===== config.mk =====
export PLATFORM = sky130hd
export DESIGN_NAME = swhr_regs
export DESIGN_NICKNAME = d
export VERILOG_FILES = /design/src/rtl/swhr_pkg.sv /design/src/rtl/swhr_regs.sv
export SDC_FILE = /design/constraint.sdc
export NUM_CORES = 1
export LEC_CHECK = 0
export BUFFER_PORTS_ARGS = -buffer_cell sky130_fd_sc_hd__buf_4
export CORE_MARGIN = 1
export CORE_UTILIZATION = 51
export DETAILED_ROUTE_END_ITERATION = 7
export GPL_TIMING_DRIVEN = 0
export HOLD_SLACK_MARGIN = 0.12
export PLACE_DENSITY_LB_ADDON = 0.05
export SETUP_SLACK_MARGIN = 0.15
export SYNTH_ARGS = -nofsm -noshare
export SYNTH_HDL_FRONTEND = slang
export SYNTH_SLANG_ARGS = --single-unit

===== constraint.sdc =====
create_clock -name sys_clk_i -period 5.2 [get_ports sys_clk_i]
set_input_delay 0.26 -clock sys_clk_i [delete_from_list [all_inputs] [get_ports sys_clk_i]]
set_output_delay 0.26 -clock sys_clk_i [all_outputs]
set_load 0.03 [all_outputs]

===== src/rtl/swhr_pkg.sv =====
// What this block does
// - Current SEU frame register shows region [20:16], column [15:8], frame [7:0].
// - Next SEU frame register uses the same fields; bits [31:21] read zero.
// - Warmboot control bit 0 enables version fallback; resets to 0.
// - Warmboot flash start address low 24 bits hold a byte address, reset zero.
// - Top eight address bits apply only in four-byte flash mode; reset zero.
// - History bits 6..3 flag current-attempt failures; bit 0 marks record valid.
// - History bits 14..11 flag previous-attempt failures; bit 8 marks it valid.
// - History bit 2 and bit 10 mark current and previous upgrade images.
// - History bit 1 and bit 9 mark fallback attempts; bit 7, [31:15] zero.
// - SEU status reports single-bit error position within the current frame.
//
// Purpose: constants and carrier types for the SEU / warmboot / history bank
// Assumes: register writes arrive already decoded from type 1 packets
// Notes:   register index is the 5-bit field [26:22] of the packet header
package swhr_pkg;

	localparam int unsigned SWHR_AW       = 5;
	localparam int unsigned SWHR_DW       = 32;
	localparam int unsigned SEU_IDX_W     = 12;

	// Register indices
	localparam logic [SWHR_AW-1:0] IDX_WB_CTRL   = 5'h0f;
	localparam logic [SWHR_AW-1:0] IDX_WB_FLASH  = 5'h10;
	localparam logic [SWHR_AW-1:0] IDX_SEU_STAT  = 5'h1b;
	localparam logic [SWHR_AW-1:0] IDX_SEU_CUR   = 5'h1c;
	localparam logic [SWHR_AW-1:0] IDX_SEU_NEXT  = 5'h1d;
	localparam logic [SWHR_AW-1:0] IDX_HISTORY   = 5'h1e;

	// Field positions
	localparam int unsigned WB_VBACK_BIT  = 0;
	localparam int unsigned FLASH_LOW_W   = 24;
	localparam int unsigned FLASH_HIGH_W  = 8;
	localparam int unsigned SEU_IDX_LSB   = 3;
	localparam int unsigned SEU_SEC_BIT   = 1;
	localparam int unsigned FRAME_PAD_W   = 11;
	localparam int unsigned HIST_PAD_W    = 17;

	// Reset values
	localparam logic                 WB_VBACK_RST  = 1'b0;
	localparam logic [SWHR_DW-1:0]   WB_FLASH_RST  = 32'h0000_0000;
	localparam logic [SWHR_DW-1:0]   RDATA_RST     = 32'h0000_0000;
	localparam logic                 HIST_RSVD     = 1'b0;

	typedef struct packed {
		logic [4:0] region;
		logic [7:0] column;
		logic [7:0] frame;
	} swhr_frame_type;

	// Order matches history bits 6..0 and 14..8
	typedef struct packed {
		logic watchdog_expired;
		logic readback_check_fail;
		logic check_fail;
		logic identity_mismatch;
		logic upgrade_image;
		logic fell_back;
		logic record_valid;
	} swhr_attempt_type;

	localparam swhr_attempt_type ATTEMPT_CLR = 7'h00;

endpackage : swhr_pkg


===== src/rtl/swhr_regs.sv =====
// Purpose: SEU frame address, warmboot and boot history register bank
// Assumes: all inputs except rst_b_i come from logic on sys_clk_i
// Notes:   reads answer one cycle later; writes to read-only indices are dropped
`timescale 1ns/1ns
module swhr_regs
	import swhr_pkg::*;
(
	// Clock and reset
	input  wire logic                 sys_clk_i,
	input  wire logic                 rst_b_i,
	// Decoded configuration packet access
	input  wire logic                 cfg_wr_i,
	input  wire logic                 cfg_rd_i,
	input  wire logic [SWHR_AW-1:0]   cfg_addr_i,
	input  wire logic [SWHR_DW-1:0]   cfg_wdata_i,
	output logic      [SWHR_DW-1:0]   cfg_rdata_o,
	output logic                      cfg_rvalid_o,
	// SEU scan engine
	input  wire swhr_frame_type       seu_cur_i,
	input  wire swhr_frame_type       seu_next_i,
	input  wire logic                 seu_single_err_i,
	input  wire logic [SEU_IDX_W-1:0] seu_bit_index_i,
	// Boot attempt events
	input  wire logic                 attempt_start_i,
	input  wire swhr_attempt_type     attempt_event_i,
	// Flash loader
	input  wire logic                 four_byte_mode_i,
	output logic                      vback_en_o,
	output logic      [SWHR_DW-1:0]   flash_start_o
);

	typedef struct packed {
		logic                 vback_en;
		logic [SWHR_DW-1:0]   flash_start;
		logic [SWHR_DW-1:0]   flash_out;
		swhr_frame_type       seu_cur;
		swhr_frame_type       seu_next;
		logic [SEU_IDX_W-1:0] seu_idx;
		logic                 seu_sec;
		swhr_attempt_type     now;
		swhr_attempt_type     prior;
		logic [SWHR_DW-1:0]   rdata;
		logic                 rvalid;
	} swhr_state_type;

	swhr_state_type st_q;
	swhr_state_type st_d;
	logic [1:0]     rst_sync_q;
	logic           rst_n;

	function automatic logic [SWHR_DW-1:0] frame_word(input swhr_frame_type f);
		frame_word = {{FRAME_PAD_W{1'b0}}, f};
	endfunction

	function automatic logic [SWHR_DW-1:0] history_word(input swhr_attempt_type cur,
		input swhr_attempt_type prev);
		history_word = {{HIST_PAD_W{1'b0}}, prev, HIST_RSVD, cur};
	endfunction

	function automatic logic [SWHR_DW-1:0] seu_status_word(input logic [SEU_IDX_W-1:0] idx,
		input logic sec);
		logic [SWHR_DW-1:0] w;
		w = '0;
		w[SEU_IDX_LSB +: SEU_IDX_W] = idx;
		w[SEU_SEC_BIT] = sec;
		seu_status_word = w;
	endfunction

	// Reset release through two flops
	always_ff @(posedge sys_clk_i or negedge rst_b_i) begin
		if (!rst_b_i) begin
			rst_sync_q <= 2'h0;
		end else begin
			rst_sync_q <= {rst_sync_q[0], 1'b1};
		end
	end
	assign rst_n = rst_sync_q[1];

	always_comb begin
		st_d = st_q;
		st_d.rvalid = cfg_rd_i;
		// Scan position follows the engine every cycle
		st_d.seu_cur  = seu_cur_i;
		st_d.seu_next = seu_next_i;
		if (seu_single_err_i) begin
			st_d.seu_idx = seu_bit_index_i;
			st_d.seu_sec = 1'b1;
		end
		if (cfg_wr_i) begin
			case (cfg_addr_i)
				IDX_WB_CTRL: begin
					st_d.vback_en = cfg_wdata_i[WB_VBACK_BIT];
				end
				IDX_WB_FLASH: begin
					st_d.flash_start = cfg_wdata_i;
				end
				default: begin
					st_d.vback_en = st_q.vback_en;
				end
			endcase
		end
		// Upper byte only reaches the loader in four-byte mode
		if (four_byte_mode_i) begin
			st_d.flash_out = st_d.flash_start;
		end else begin
			st_d.flash_out = {{FLASH_HIGH_W{1'b0}}, st_d.flash_start[FLASH_LOW_W-1:0]};
		end
		// Roll history, then record; events in the start cycle are kept
		if (attempt_start_i) begin
			st_d.prior = st_q.now;
			st_d.now   = ATTEMPT_CLR;
		end
		st_d.now = st_d.now | attempt_event_i;
		st_d.rdata = RDATA_RST;
		if (cfg_rd_i) begin
			case (cfg_addr_i)
				IDX_WB_CTRL: begin
					st_d.rdata[WB_VBACK_BIT] = st_q.vback_en;
				end
				IDX_WB_FLASH: begin
					st_d.rdata = st_q.flash_start;
				end
				IDX_SEU_STAT: begin
					st_d.rdata = seu_status_word(st_q.seu_idx, st_q.seu_sec);
				end
				IDX_SEU_CUR: begin
					st_d.rdata = frame_word(st_q.seu_cur);
				end
				IDX_SEU_NEXT: begin
					st_d.rdata = frame_word(st_q.seu_next);
				end
				IDX_HISTORY: begin
					st_d.rdata = history_word(st_q.now, st_q.prior);
				end
				default: begin
					st_d.rdata = RDATA_RST;
				end
			endcase
		end
	end

	always_ff @(posedge sys_clk_i or negedge rst_n) begin
		if (!rst_n) begin
			st_q <= '0;
			st_q.vback_en    <= WB_VBACK_RST;
			st_q.flash_start <= WB_FLASH_RST;
			st_q.flash_out   <= WB_FLASH_RST;
		end else begin
			st_q <= st_d;
		end
	end

	assign cfg_rdata_o   = st_q.rdata;
	assign cfg_rvalid_o  = st_q.rvalid;
	assign vback_en_o    = st_q.vback_en;
	assign flash_start_o = st_q.flash_out;
endmodule // swhr_regs


# Word-level counts from Yosys, hierarchy flattened

Cells that the tools add are included.

Bits in registers: 169
Bits in latches: 0
Bits in writable memories: 0
Memory bits (read-only): 0
Input bits: 105
Output and inout bits: 66
Word-level logic and storage cells: 43
Memories: 0

$add $sub $neg: 0
Multiply operators: 0
Div/mod/pow operators: 0
$lt $le $gt $ge: 0
Equality and inequality tests: 6
Shift-type cells: 0
Mux-type cells: 7
Bitwise operators: 1
Reduce and logical (&&, ||, !) cells: 1

Operators by type and width:

| cell                                                 | count |
|---|---|
| case mux 31 bit (5 select lines)                     | 1 |
| two-way mux 32 bit                                   | 4 |
| equality test 5 bit (second input constant)          | 5 |
| two-way mux 14 bit                                   | 1 |
| OR 7 bit                                             | 1 |
| equality test 5 x 4 -> 1 bit (second input constant) | 1 |
| case mux 1 bit (5 select lines)                      | 1 |
| AND reduction 2 bit                                  | 1 |

# Logic depth before layout (Yosys ltp)

Gate-level depths: netlist of run 1.

Word-level depth: 4
Depth in mapped cells: 7
Mapped depth without buffers: 4

# Worst setup path before layout of run 1

Ideal clock, no wire load.

Path kind: input to register
Start: input port cfg_addr_i[1]
End: register st_q, in the netlist cfg_rdata_o[15]
Setup time: 128 ps
Arrival time: 1,250 ps
Data required time: 5,072 ps
Slack: 3,822 ps
Cell stages on the path: 6
Path buffers: 2
Cell sequence: buf_4 -> and2b_1 -> and2_4 -> buf_6 -> a222oi_1 -> nor2_1

RTL lines:

| element              | line             | RTL |
|---|---|---|
| start, declared      | swhr_regs.sv:14  | `input wire logic [SWHR_AW-1:0] cfg_addr_i,` |
| end signal, assigned | swhr_regs.sv:149 | `st_q <= st_d;` |
| end, declared        | swhr_regs.sv:46  | `swhr_state_type st_q;` |

# Worst setup path after layout of run 1

Start: register st_q, in the netlist flash_start_o[10]
End: output port flash_start_o[10]

RTL lines:

| element       | line            | RTL |
|---|---|---|
| end, declared | swhr_regs.sv:29 | `output logic [SWHR_DW-1:0] flash_start_o` |

No word-level cell between the ends.

==> reports/metrics.cfg, run 1 <==
[worst_setup_path]
worst-path-max-fanout=3
critical-path-top-cell-by-count=sky130_fd_sc_hd__buf_4
critical-path-top-delay-family=flip-flops
end_kind=output pin
crit_path_start=flash_start_o[10]
worstSetupPathType=reg2out
timing.critical_path.buf_inv=2
cell_chain_of_the_critical_path=buf_4 -> buf_4
startpoint_type=register
cp_data_arrival_time_ns=1.24
cp_slowest_stage_delay_ns=0.41
critical_path.slowest_cell=sky130_fd_sc_hd__dfrtp_1
timing.critical_path.required_ns=4.94
reg2reg_from=rst_sync_q[1]

[die]
core-area_um2=10890
floorplan.io_pins=171
fp.dieW_um=108.1
rows=38
initial_core_util_pct=52.76
die_area_um2=11690
die_h_um=108.1

[detailed_routing]
dr_vias_cell=4.975
final_antenna_net_count=0
drcViolationCount=0
route.vias.total=4562
wl_per_cell_um=16.60
finalWirelength_um=15220
drt_pre_antenna_iters=5
drtIter0Drc=203

[clock_tree]
register_clock_pin_slew_on_the_reported_worst_setup_and_hold_paths_ns=0.06
cts_num_sinks=145
max_root_sink_buffers=2
tritoncts=yes
ctsResizeCount=0
clkLatencyLatePin_ns=0.52
cts_made_buffers=17
cts_root_buf=sky130_fd_sc_hd__clkbuf_8
htreeDepth=4

[grt]
grtUsageMet3_pct=6.691
number_of_global_route_vias_before_repair=4739
grt_first_pass_wirelength_um=23790
grt_overflow_total=0
antenna_found_initial=0
grt_util_met1_pct=32.91
grt_max_degree=74
gr-usage-all-layers_pct=27.86
global_routing_met2_resource_utilization_pct=48.68
grt_most_used_layer=met2

[sta]
finalClockSkew_ns=0.009792
timing.final.crit_share_pct=28.85
post-route-worst-setup-slack_ns=3.700
setup_violations=0
rsz0062_at_grt=false
achievable-frequency_mhz=666.6
post-route-min-period_ns=1.500
final_max_slew_viol_count=0
worst_pin_slew_ns=0.9117
setup_tns_ns=0
timing_hold_violations_final=0
max-slew-margin-rel_pct=39.22

[layout]
stdcell_count=917
final_layout_size_suffix_gt1_share_pct=40.03
area.growth.synth_to_final_pct=53.76
finish.net_count=870
post-route-cell-area_um2=8832
diodes=0

[synthesis]
synth.distinct_cells=39
synth_edf_count=0
synth_largest_area_cell=sky130_fd_sc_hd__dfrtp_1
ys_seq_area_share_pct=63.17
synth_fp_nets=582
cell_count_after_synthesis=477
syn-cell-area_um2=5744
netlist.area_leader.share_pct=63.17
yosysWarningCount=0
syn_area_per_cell_um2=12.04
yosys-top-cells-area=sky130_fd_sc_hd__dfrtp_1 (63%), sky130_fd_sc_hd__buf_4 (9.0%), sky130_fd_sc_hd__nand2_1 (6.5%), sky130_fd_sc_hd__mux2_2 (3.9%), sky130_fd_sc_hd__a22oi_1 (3.5%)
synth_top_flop_cell=sky130_fd_sc_hd__dfrtp_1
asyncSetResetFlopFracSynth_pct=100.0
synth_seq_cells=145

[placement]
dpl.cell_count=785
placement.cell_area_um2=7204
gp_routability_congestion=0.8278
count_of_input_and_output_buffers=167
detailed_placer_s_ending_hpwl_um=9176
detailedPlace.worstSlack_ns=3.577

[pwr]
leakagePower_nw=4.475
switching_share_pct=24.64
vdd.ir_drop.worst_v=0.0002366
seqPwrFrac_pct=42.4
p_int_w=0.002292
power_frac_clock_pct=41.6
combPwrFrac_pct=16.0
p_switching_w=0.0007494
totalPowerFinal_w=0.003042
powerDensity_nw_per_um2=344.4

[worst_hold_path]
holdCritPathClass=in2reg
timing.hold.worst.start=cfg_addr_i[4]

[run_status]
status=completed

[run]
maxCapViolCount=0

-- routing by layer --
layer,part of all wire [%],vias to the layer above
met5,0,-
met4,1.5,0
met3,5.2,25
met2,53,162
met1,40,2236
li1,-,2139
-- synthesized netlist by cell type, types with 2 or more instances --
cell,count
sky130_fd_sc_hd__nor2_1,9
sky130_fd_sc_hd__a21o_1,7
sky130_fd_sc_hd__a22oi_1,27
sky130_fd_sc_hd__nand2_1,99
sky130_fd_sc_hd__and3_1,13
sky130_fd_sc_hd__a22o_1,13
sky130_fd_sc_hd__clkbuf_1,6
sky130_fd_sc_hd__buf_6,4
sky130_fd_sc_hd__a21oi_1,16
sky130_fd_sc_hd__buf_2,10
sky130_fd_sc_hd__dfrtp_1,145
sky130_fd_sc_hd__mux2_2,20
sky130_fd_sc_hd__buf_4,69
sky130_fd_sc_hd__inv_1,3
sky130_fd_sc_hd__a222oi_1,6
sky130_fd_sc_hd__a21boi_0,2
sky130_fd_sc_hd__a21boi_1,6
-- cell families (layout without fill, tap and decap cells) --
| logic type | after synthesis | after routing | synth area share (%) |
|---|---|---|---|
| buf+inv | 93 | 393 | 11.33 |
| compound gates | 83 | 83 | 10.89 |
| simple gates | 134 | 134 | 10.46 |
| mux | 21 | 21 | 4.095 |
| other cells | 1 | 1 | 0.06528 |
| flops | 145 | 145 | 63.17 |
-- worst min-delay path, delay by kind of cell --
kind                   cells  cell delay (ns)
buffers and inverters      1             0.14
AOI/OAI and AO/OA          2             0.23
-- per-stage QoR --
step,hold slack (ns),utilization [%]
floorplan,-0.03559,-
finish,0.1460,81.12
global route,0.1415,81.12
global placement,0.04239,65.88
CTS,0.1356,81.12
detailed placement,0.04370,66.17
-- state kept, by name (all words and copies together), names as in the netlist --
register,flops
st_q,77
cfg_rdata_o,32
flash_start_o,32
rst_sync_q,2
vback_en_o,1
cfg_rvalid_o,1
-- layout by cell type (no fill, tap or decap), types with 6 or more instances in the layout --
cell type	instances
sky130_fd_sc_hd__clkbuf_16	16
sky130_fd_sc_hd__and3_1	13
sky130_fd_sc_hd__dlygate4sd3_1	101
sky130_fd_sc_hd__a21oi_1	16
sky130_fd_sc_hd__nor2_1	9
sky130_fd_sc_hd__a21o_1	7
sky130_fd_sc_hd__dfrtp_1	144
sky130_fd_sc_hd__buf_2	10
sky130_fd_sc_hd__mux2_2	20
sky130_fd_sc_hd__a21boi_1	6
sky130_fd_sc_hd__clkbuf_1	7
sky130_fd_sc_hd__nand2_1	99
sky130_fd_sc_hd__a222oi_1	6
sky130_fd_sc_hd__a22o_1	13
sky130_fd_sc_hd__buf_4	236
sky130_fd_sc_hd__a22oi_1	27
-- power groups by stage --
stage	Combinational, W	Clock (W)	Sequential [W]
2_1_floorplan	0.000245	0	0.00130
3_3_place_gp	0.000398	0	0.00131
3_5_place_dp	0.000418	0	0.00131
4_1_cts	0.000482	0.00128	0.00129
5_1_grt	0.000521	0.00134	0.00130
6_report	0.000486	0.00127	0.00129
-- timing repair --
| action | 4_1_cts | 5_1_grt |
|---|---|---|
| endpoints found under the hold margin | 107 | 0 |
| hold buffers | 101 | 0 |
| setup endpoints to repair | 0 | 0 |
| setup buffers | 0 | 0 |
-- final timing paths --
kind | endpoint | slack, ns | cells after the start
setup / recovery | flash_start_o[10] | 3.70 | 2
hold / removal | cfg_rdata_o[0] | 0.15 | 3
setup reg to reg | cfg_rdata_o[14] | 3.90 | 1
hold reg to reg | rst_sync_q[1] | 0.35 | 0
max in group asynchronous | cfg_rdata_o[14] | 3.90 | 1
min in group asynchronous | st_q[81] | 0.46 | 0
-- area by class of cell --
class                      count  area [µm²]
clock buffer                  21       459.2
buffer                        90       639.4
clock inverter                10       157.7
tap                          140       175.2
fill                         625        2056
multi-input combinational    239        1465
inverter                       3       11.26
timing repair buffer         269        2292
sequential                   145        3632
No activity file was read; power rests on OpenSTA's default activity.
==> run 2, diff against run 1 <==
ABC_AREA = 1   (was default)
CORE_UTILIZATION = 47   (was 51)
clock period = 1.33 ns   (was 5.2 ns; I/O delays follow)
==> run 2 against run 1 <==
Final area up 7.0%. Register-to-register slack got worse by 3.7 ns. Utilization decreased by 3.1 points. Critical path depth grew 3. Non-clock buffer count up 37. Sequential power rose to 3.9 times the previous value. Setup slack got worse by 3.5 ns. Clock-buffer cell count is 1 higher. Critical endpoint is now st_q[165]. Largest cell class unchanged. Largest power group is now the clock network.
==> reports/metrics.cfg, run 2 <==
[worst_setup_path]
worst-path-max-fanout=2
ff2ff_setup_slack_ns=0.23
timing.critical_path.required_ns=1.63
startpoint_type=input port
end_kind=register
cp_data_arrival_time_ns=1.46
worstSetupPathType=in2reg

[synthesis]
top_cells_by_count_synth=sky130_fd_sc_hd__nand2_1 (173), sky130_fd_sc_hd__dfrtp_1 (145), sky130_fd_sc_hd__nand3_1 (73), sky130_fd_sc_hd__buf_4 (68), sky130_fd_sc_hd__nor2_1 (51)
synth_edf_count=0
synth-simple-area-share_pct=22.44
ys_seq_area_share_pct=61.64
synth_top_flop_cell=sky130_fd_sc_hd__dfrtp_1
synth-compound-area-share_pct=3.188
synthAdderAreaFrac_pct=0
synth_xor_xnor_area_share_pct=0
cell_count_after_synthesis=622
synth_largest_area_cell=sky130_fd_sc_hd__dfrtp_1
syn_area_per_cell_um2=9.464
synth_seq_cells=145
yosys-top-cells-area=sky130_fd_sc_hd__dfrtp_1 (62%), sky130_fd_sc_hd__nand2_1 (11%), sky130_fd_sc_hd__buf_4 (8.7%), sky130_fd_sc_hd__nand3_1 (6.2%), sky130_fd_sc_hd__nor2_1 (3.3%)
combinational_family_with_the_most_area_after_synthesis=simple AND/OR/NAND/NOR gates
syn-cell-area_um2=5887
synth_most_common_cell=sky130_fd_sc_hd__nand2_1
asyncSetResetFlopFracSynth_pct=100.0
yosysWarningCount=0
multiplexer_fraction_of_the_synthesized_cell_area_pct=0
netlist.area_leader.share_pct=61.64
synth_fp_nets=727
synth.distinct_cells=20

[sta]
timing_hold_violations_final=0
worst_pin_slew_ns=0.5652
setup_violations=0
timing.final.crit_share_pct=87.50
post-route-min-period_ns=1.164
rsz0062_at_grt=true
achievable-frequency_mhz=859.3
setup_tns_ns=0
final_max_slew_viol_count=0
max-slew-margin-rel_pct=62.18
finalClockSkew_ns=0.006004

[clock_tree]
cts_num_sinks=145
tritoncts=yes
htreeDepth=4
cts_root_buf=sky130_fd_sc_hd__clkbuf_16
max_root_sink_buffers=2
clkLatencyLatePin_ns=0.42
cts_made_buffers=17
register_clock_pin_slew_on_the_reported_worst_setup_and_hold_paths_ns=0.06

[grt]
grt_max_degree=73
number_of_global_route_vias_before_repair=5497
grt_first_pass_wirelength_um=26100
antenna_found_initial=0
gr-usage-all-layers_pct=26.73
grt_overflow_total=0

[layout]
largest_reg_flops=77
most-common-layout-cells=sky130_fd_sc_hd__buf_4 (254), sky130_fd_sc_hd__nand2_1 (173), sky130_fd_sc_hd__dfrtp_1 (144)
end_of_flow_core_utilization_pct=78.02
largest-register=st_q
area.growth.synth_to_final_pct=60.51
final_layout_size_suffix_gt1_share_pct=32.74
stdcell_count=1130
diodes=0
n_fill_cell=806
mostFrequentLayoutCell=sky130_fd_sc_hd__buf_4
finish.net_count=1054

[pwr]
p_int_w=0.009593
leakagePower_nw=5.013
p_switching_w=0.003120
vdd.ir_drop.worst_v=0.0008934
powerDensity_nw_per_um2=1345
switching_share_pct=24.54
seqPwrFrac_pct=39.1
power_frac_clock_pct=41.9
combPwrFrac_pct=19.0

[placement]
detailed_placer_s_ending_hpwl_um=10410
count_of_input_and_output_buffers=169
dpl.cell_count=961
gp_routability_congestion=0.8386

[die]
die_h_um=113.9
fp.dieW_um=113.9
initial_core_util_pct=48.61
floorplan.io_pins=171
core-area_um2=12110
die_area_um2=12980
rows=40

[run_status]
status=completed

[detailed_routing]
route.vias.total=5302
final_antenna_net_count=0
drt_pre_antenna_iters=4
finalWirelength_um=16390
drtIter0Drc=280
drcViolationCount=0
dr_vias_cell=4.692
wl_per_cell_um=14.51

[worst_hold_path]
holdCritPathClass=in2reg

[run]
maxCapViolCount=0

run 2: changes by cell type in the layout (fill, tap and decap cells not counted), moves of 18 or more:
cell                      change
sky130_fd_sc_hd__a22oi_1     -27
sky130_fd_sc_hd__nor2_1      +40
sky130_fd_sc_hd__mux2_2      -20
sky130_fd_sc_hd__nand2_1     +74
sky130_fd_sc_hd__nand3_1     +73
sky130_fd_sc_hd__inv_1       +34
sky130_fd_sc_hd__buf_4       +18
run 2: logic make-up after synthesis:
| group | Yosys count |
|---|---|
| compound gates | 34 |
| buf+inv | 128 |
| flops | 145 |
| other cells | 1 |
| simple gates | 314 |
run 2: final cells by class:
cell class                 count  area, µm²  area share [%]
clock inverter                10      177.7           1.880
inverter                      40      152.6           1.615
tap                          168      210.2           2.225
multi-input combinational    349       1518           16.06
sequential                   145       3632           38.44
clock buffer                  22      494.2           5.230
buffer                        88      595.6           6.303
timing repair buffer         308       2669           28.24
run 2: power groups by stage:
stage / registers [W] / logic [W] / clock network [W]
after floorplan: 0.00508 / 0.00104 / 0
after global placement: 0.00515 / 0.00168 / 0
after detailed placement: 0.00508 / 0.00182 / 0
after CTS: 0.00495 / 0.00228 / 0.00538
after global routing: 0.00500 / 0.00260 / 0.00558
final: 0.00497 / 0.00242 / 0.00533
run 2: timing repair:
item / 4_1_cts / 5_1_grt
pin swaps: 0 / 2
setup buffers: 20 / 8
resized for setup: 0 / 15
setup endpoints to repair: 20 / 19
hold endpoints to repair: 109 / 1
hold buffers: 109 / 1
run 2: worst max-delay path, stage by stage:
cell                            delay [ns]
sky130_fd_sc_hd__dlygate4sd3_1        0.55
sky130_fd_sc_hd__buf_4                0.14
sky130_fd_sc_hd__nand2_1              0.08
sky130_fd_sc_hd__dlygate4sd3_1        0.57
sky130_fd_sc_hd__nand2_1              0.06
run 2: final timing paths:
| path | from | to | depth (start not counted) |
|---|---|---|---|
| worst max-delay path | cfg_wdata_i[31] | st_q[165] | 5 |
| worst min-delay path | cfg_wr_i | flash_start_o[24] | 5 |
| worst max register to register | flash_start_o[11] | cfg_rdata_o[11] | 6 |
| worst min register to register | rst_sync_q[1] | st_q[60] | 1 |
| max in group asynchronous | rst_sync_q[1] | vback_en_o | 2 |
| min in group asynchronous | rst_sync_q[1] | st_q[60] | 1 |
run 2: through the flow:
step	setup WS (ns)	cell area [µm²]	hold slack [ns]	power [W]
finish	0.1662	9449	0.1137	0.01271
global route	0.1351	9449	0.1486	0.01317
CTS	0.1269	9338	-0.03583	0.01262
detailed placement	-0.1173	7425	-0.1502	0.006897
global placement	-0.6576	7370	-0.1511	0.006831
floorplan	-0.1916	5891	-0.2291	0.006120
run 2: per-layer routing:
metal  global-route usage [%]  part of all wire [%]  vias to the layer above
met4                    14.11                   2.6                        0
met3                    5.420                   5.4                       33
met1                    31.54                    41                     2533
li1                         -                     -                     2558
met5                        0                     0                        -
met2                    46.22                    51                      178
==> run 3, diff against run 2 <==
CORE_UTILIZATION = 55   (was 47)
RECOVER_POWER = 25   (was default)
clock period = 1.4 ns   (was 1.33 ns; I/O delays follow)
==> run 3 against run 2 <==
The run now fails in global routing. Synthesized area unchanged. Synthesized cell count unchanged.
==> reports/metrics.cfg, run 3 <==
[die]
rows=37
fp.dieW_um=105.5
initial_core_util_pct=56.77
floorplan.io_pins=171
die_h_um=105.5

[grt]
antenna_found_initial=2
gr-usage-all-layers_pct=84.57
grt_overflow_total=229
grt_max_degree=76

[synthesis]
synth_xor_xnor_area_share_pct=0
synth-compound-area-share_pct=3.188
cell_count_after_synthesis=622
asyncSetResetFlopFracSynth_pct=100.0
syn_area_per_cell_um2=9.464
synth-simple-area-share_pct=22.44
multiplexer_fraction_of_the_synthesized_cell_area_pct=0
synth_edf_count=0
synth.distinct_cells=20
synth_seq_cells=145
netlist.area_leader.share_pct=61.64
yosys-top-cells-area=sky130_fd_sc_hd__dfrtp_1 (62%), sky130_fd_sc_hd__nand2_1 (11%), sky130_fd_sc_hd__buf_4 (8.7%), sky130_fd_sc_hd__nand3_1 (6.2%), sky130_fd_sc_hd__nor2_1 (3.3%)
top_cells_by_count_synth=sky130_fd_sc_hd__nand2_1 (173), sky130_fd_sc_hd__dfrtp_1 (145), sky130_fd_sc_hd__nand3_1 (73), sky130_fd_sc_hd__buf_4 (68), sky130_fd_sc_hd__nor2_1 (51)
syn-cell-area_um2=5887
yosysWarningCount=0
synth_most_common_cell=sky130_fd_sc_hd__nand2_1
combinational_family_with_the_most_area_after_synthesis=simple AND/OR/NAND/NOR gates
synth_fp_nets=727
synthAdderAreaFrac_pct=0
synth_top_flop_cell=sky130_fd_sc_hd__dfrtp_1
synth_largest_area_cell=sky130_fd_sc_hd__dfrtp_1
ys_seq_area_share_pct=61.64

[run_status]
stop_stage=global routing
status=did not finish
flow.first_error=[ERROR GRT-0232] Routing congestion too high. Check the congestion heatmap in the GUI.

[placement]
gp_routability_congestion=0.9561
count_of_input_and_output_buffers=169
detailedPlace.worstSlack_ns=-0.06271
detailed_placer_s_ending_hpwl_um=10470

[clock_tree]
htreeDepth=4
cts_num_sinks=145
cts_root_buf=sky130_fd_sc_hd__clkbuf_8
max_root_sink_buffers=2
cts_made_buffers=17

[sta]
crit_endpoint=vback_en_o$_DFFE_PN0P_/D
endpoint_type=sequential cell input

-- run 3: cell counts after synthesis --
No cell type changed its count.
-- run 3: through the flow --
step	hold slack [ns]	cells	setup TNS, ns	cell area, µm²
after detailed placement	-0.1463	928	-0.4754	7357
after CTS	0.1204	1121	0	9743
after global placement	-0.1479	927	-74.03	7330
after floorplan	-0.2256	622	-17.39	5891
-- run 3: what timing repair did --
action | CTS
hold endpoints to repair | 125
setup buffers | 23
gates resized for setup | 42
hold buffers | 139
setup endpoints to repair | 111
-- run 3: kinds of logic after synthesis --
group,Yosys count
other cells,1
simple gates,314
compound gates,34
flops,145
buf+inv,128
-- run 3: layer usage --
layer,GRT overflow,global-route usage (%)
met5,0,12.38
met1,0,81.01
met4,87,97.79
met2,142,103.2
met3,0,66.48
==> run 4, diff against run 3 <==
CORE_UTILIZATION = 40   (was 55)
HOLD_SLACK_MARGIN = default   (was 0.12)
PLACE_DENSITY_LB_ADDON = 0.15   (was 0.05)
SETUP_SLACK_MARGIN = default   (was 0.15)
==> run 4 against run 3 <==
The flow now finishes without violations.
==> reports/metrics.cfg, run 4 (synthesized netlist as in run 2, its figures left out) <==
[run_status]
status=completed

[clock_tree]
tritoncts=yes
htreeDepth=4
register_clock_pin_slew_on_the_reported_worst_setup_and_hold_paths_ns=0.06
cts_num_sinks=145
clkLatencyLatePin_ns=0.42
cts_root_buf=sky130_fd_sc_hd__clkbuf_16
cts_made_buffers=17
max_root_sink_buffers=2

[grt]
grt_max_degree=52
grt_overflow_total=0
grt_first_pass_wirelength_um=24720
antenna_found_initial=0
gr-usage-all-layers_pct=22.36
number_of_global_route_vias_before_repair=5110

[sta]
final_max_slew_viol_count=0
worst_pin_slew_ns=0.5801
rsz0062_at_grt=false
setup_violations=0
max-slew-margin-rel_pct=61.18
setup_tns_ns=0
post-route-min-period_ns=1.290
timing.final.crit_share_pct=92.14
achievable-frequency_mhz=775.2
timing_hold_violations_final=0
final.hold.worst_slack_ns=0.04330
finalClockSkew_ns=0.006464

[worst_setup_path]
cp_num_cells=7
end_kind=register
critical_path.slowest_cell=sky130_fd_sc_hd__dlygate4sd3_1
cp_slowest_stage_delay_ns=0.56
timing.critical_path.buf_inv=4
critical-path-top-delay-family=buffers and inverters
worst-path-max-fanout=10
reg2reg_from=vback_en_o
timing.critical_path.required_ns=1.70
worstSetupPathType=in2reg
startpoint_type=input port
cell_chain_of_the_critical_path=buf_4 -> nand2_1 -> clkinvlp_4 -> buf_2 -> nand3_1 -> o21ai_0 -> dlygate4sd3_1
cp_data_arrival_time_ns=1.59
reg2reg_depth=3
r2r_end=vback_en_o
ff2ff_setup_slack_ns=0.17

[die]
rows=43
fp.dieW_um=123.3
die_area_um2=15210
core-area_um2=14100
floorplan.io_pins=171
die_h_um=123.3
initial_core_util_pct=41.76

[worst_hold_path]
endpoint_with_the_worst_hold_slack=cfg_rdata_o[31]
holdCritPathClass=in2reg
timing.hold.worst.start=cfg_addr_i[0]
hold_path_depth=4

[pwr]
totalPowerFinal_w=0.01141
leakagePower_nw=4.787
vdd.ir_drop.worst_v=0.0007322
powerDensity_nw_per_um2=1256

[run]
maxCapViolCount=0

[detailed_routing]
route.vias.total=5014
drcViolationCount=0
final_antenna_net_count=0
dr_vias_cell=4.529
drt_pre_antenna_iters=5
drtIter0Drc=347
finalWirelength_um=15790
wl_per_cell_um=14.27

[placement]
gp_routability_congestion=0.9087
placement.cell_area_um2=7440
count_of_input_and_output_buffers=169
detailed_placer_s_ending_hpwl_um=11010

[layout]
end_of_flow_core_utilization_pct=64.45
mostFrequentLayoutCell=sky130_fd_sc_hd__buf_4
post-route-cell-area_um2=9085
area.growth.synth_to_final_pct=54.33
diodes=0
finish.net_count=1019
largest-register=st_q
largest_reg_flops=77
final_layout_size_suffix_gt1_share_pct=30.74
most-common-layout-cells=sky130_fd_sc_hd__buf_4 (193), sky130_fd_sc_hd__nand2_1 (173), sky130_fd_sc_hd__dfrtp_1 (144)

## run 4: timing repair
| item | in CTS | in global routing |
|---|---|---|
| endpoints found under the setup margin | 0 | 49 |
| hold buffers | 102 | 0 |
| resized for setup | 0 | 1 |
| buffers inserted | 0 | 1 |
| hold endpoints to repair | 107 | 0 |
## run 4: metrics by stage
stage,setup slack [ns],instances
2_1_floorplan,-0.1216,622
3_3_place_gp,-0.5701,971
3_5_place_dp,-0.1417,973
4_1_cts,0.02834,1107
5_1_grt,0.04273,1107
6_report,0.1101,1107
## run 4: worst max path at each step
| stage | from | to | slack, ns |
|---|---|---|---|
| detailed placement | cfg_addr_i[2] | cfg_rdata_o[0] | -0.14 |
| floorplan | rst_sync_q[1] | cfg_rdata_o[0] | -0.12 |
| global route | cfg_addr_i[2] | vback_en_o | 0.04 |
| finish | cfg_addr_i[2] | vback_en_o | 0.11 |
| global placement | rst_sync_q[1] | st_q[61] | -0.57 |
| CTS | rst_sync_q[1] | st_q[33] | 0.03 |
## run 4: where the power goes
group / switching, W / total, W / internal (W)
logic: 0.000977 / 0.00194 / 0.000967
clock network: 0.00171 / 0.00469 / 0.00298
registers: 0.000235 / 0.00478 / 0.00454
total: 0.00292 / 0.0114 / 0.00849
## run 4: tightest hold or removal path: cells and delay by family
family                 cells  cell delay [ns]
AND/OR/NAND/NOR            3             0.23
buffers and inverters      1             0.13
## run 4: final cells by class
| cell class | instances | area (µm²) |
|---|---|---|
| plain buffers | 87 | 591.8 |
| clock buffers | 19 | 432.9 |
| clock inverters | 13 | 186.4 |
| fillers | 1172 | 5011 |
| inverters | 40 | 153.9 |
| multi-input cells | 349 | 1513 |
| flip-flops and latches | 145 | 3632 |
| well taps | 180 | 225.2 |
| repair buffers | 274 | 2350 |
## run 4: layer usage
| metal | up-vias | track usage (%) | wire length, µm |
|---|---|---|---|
| met2 | 180 | 37.64 | 7829 |
| li1 | 2488 | - | - |
| met1 | 2323 | 26.99 | 6617 |
| met4 | 0 | 9.262 | 340 |
| met3 | 23 | 6.181 | 1003 |
| met5 | - | 0 | 0 |
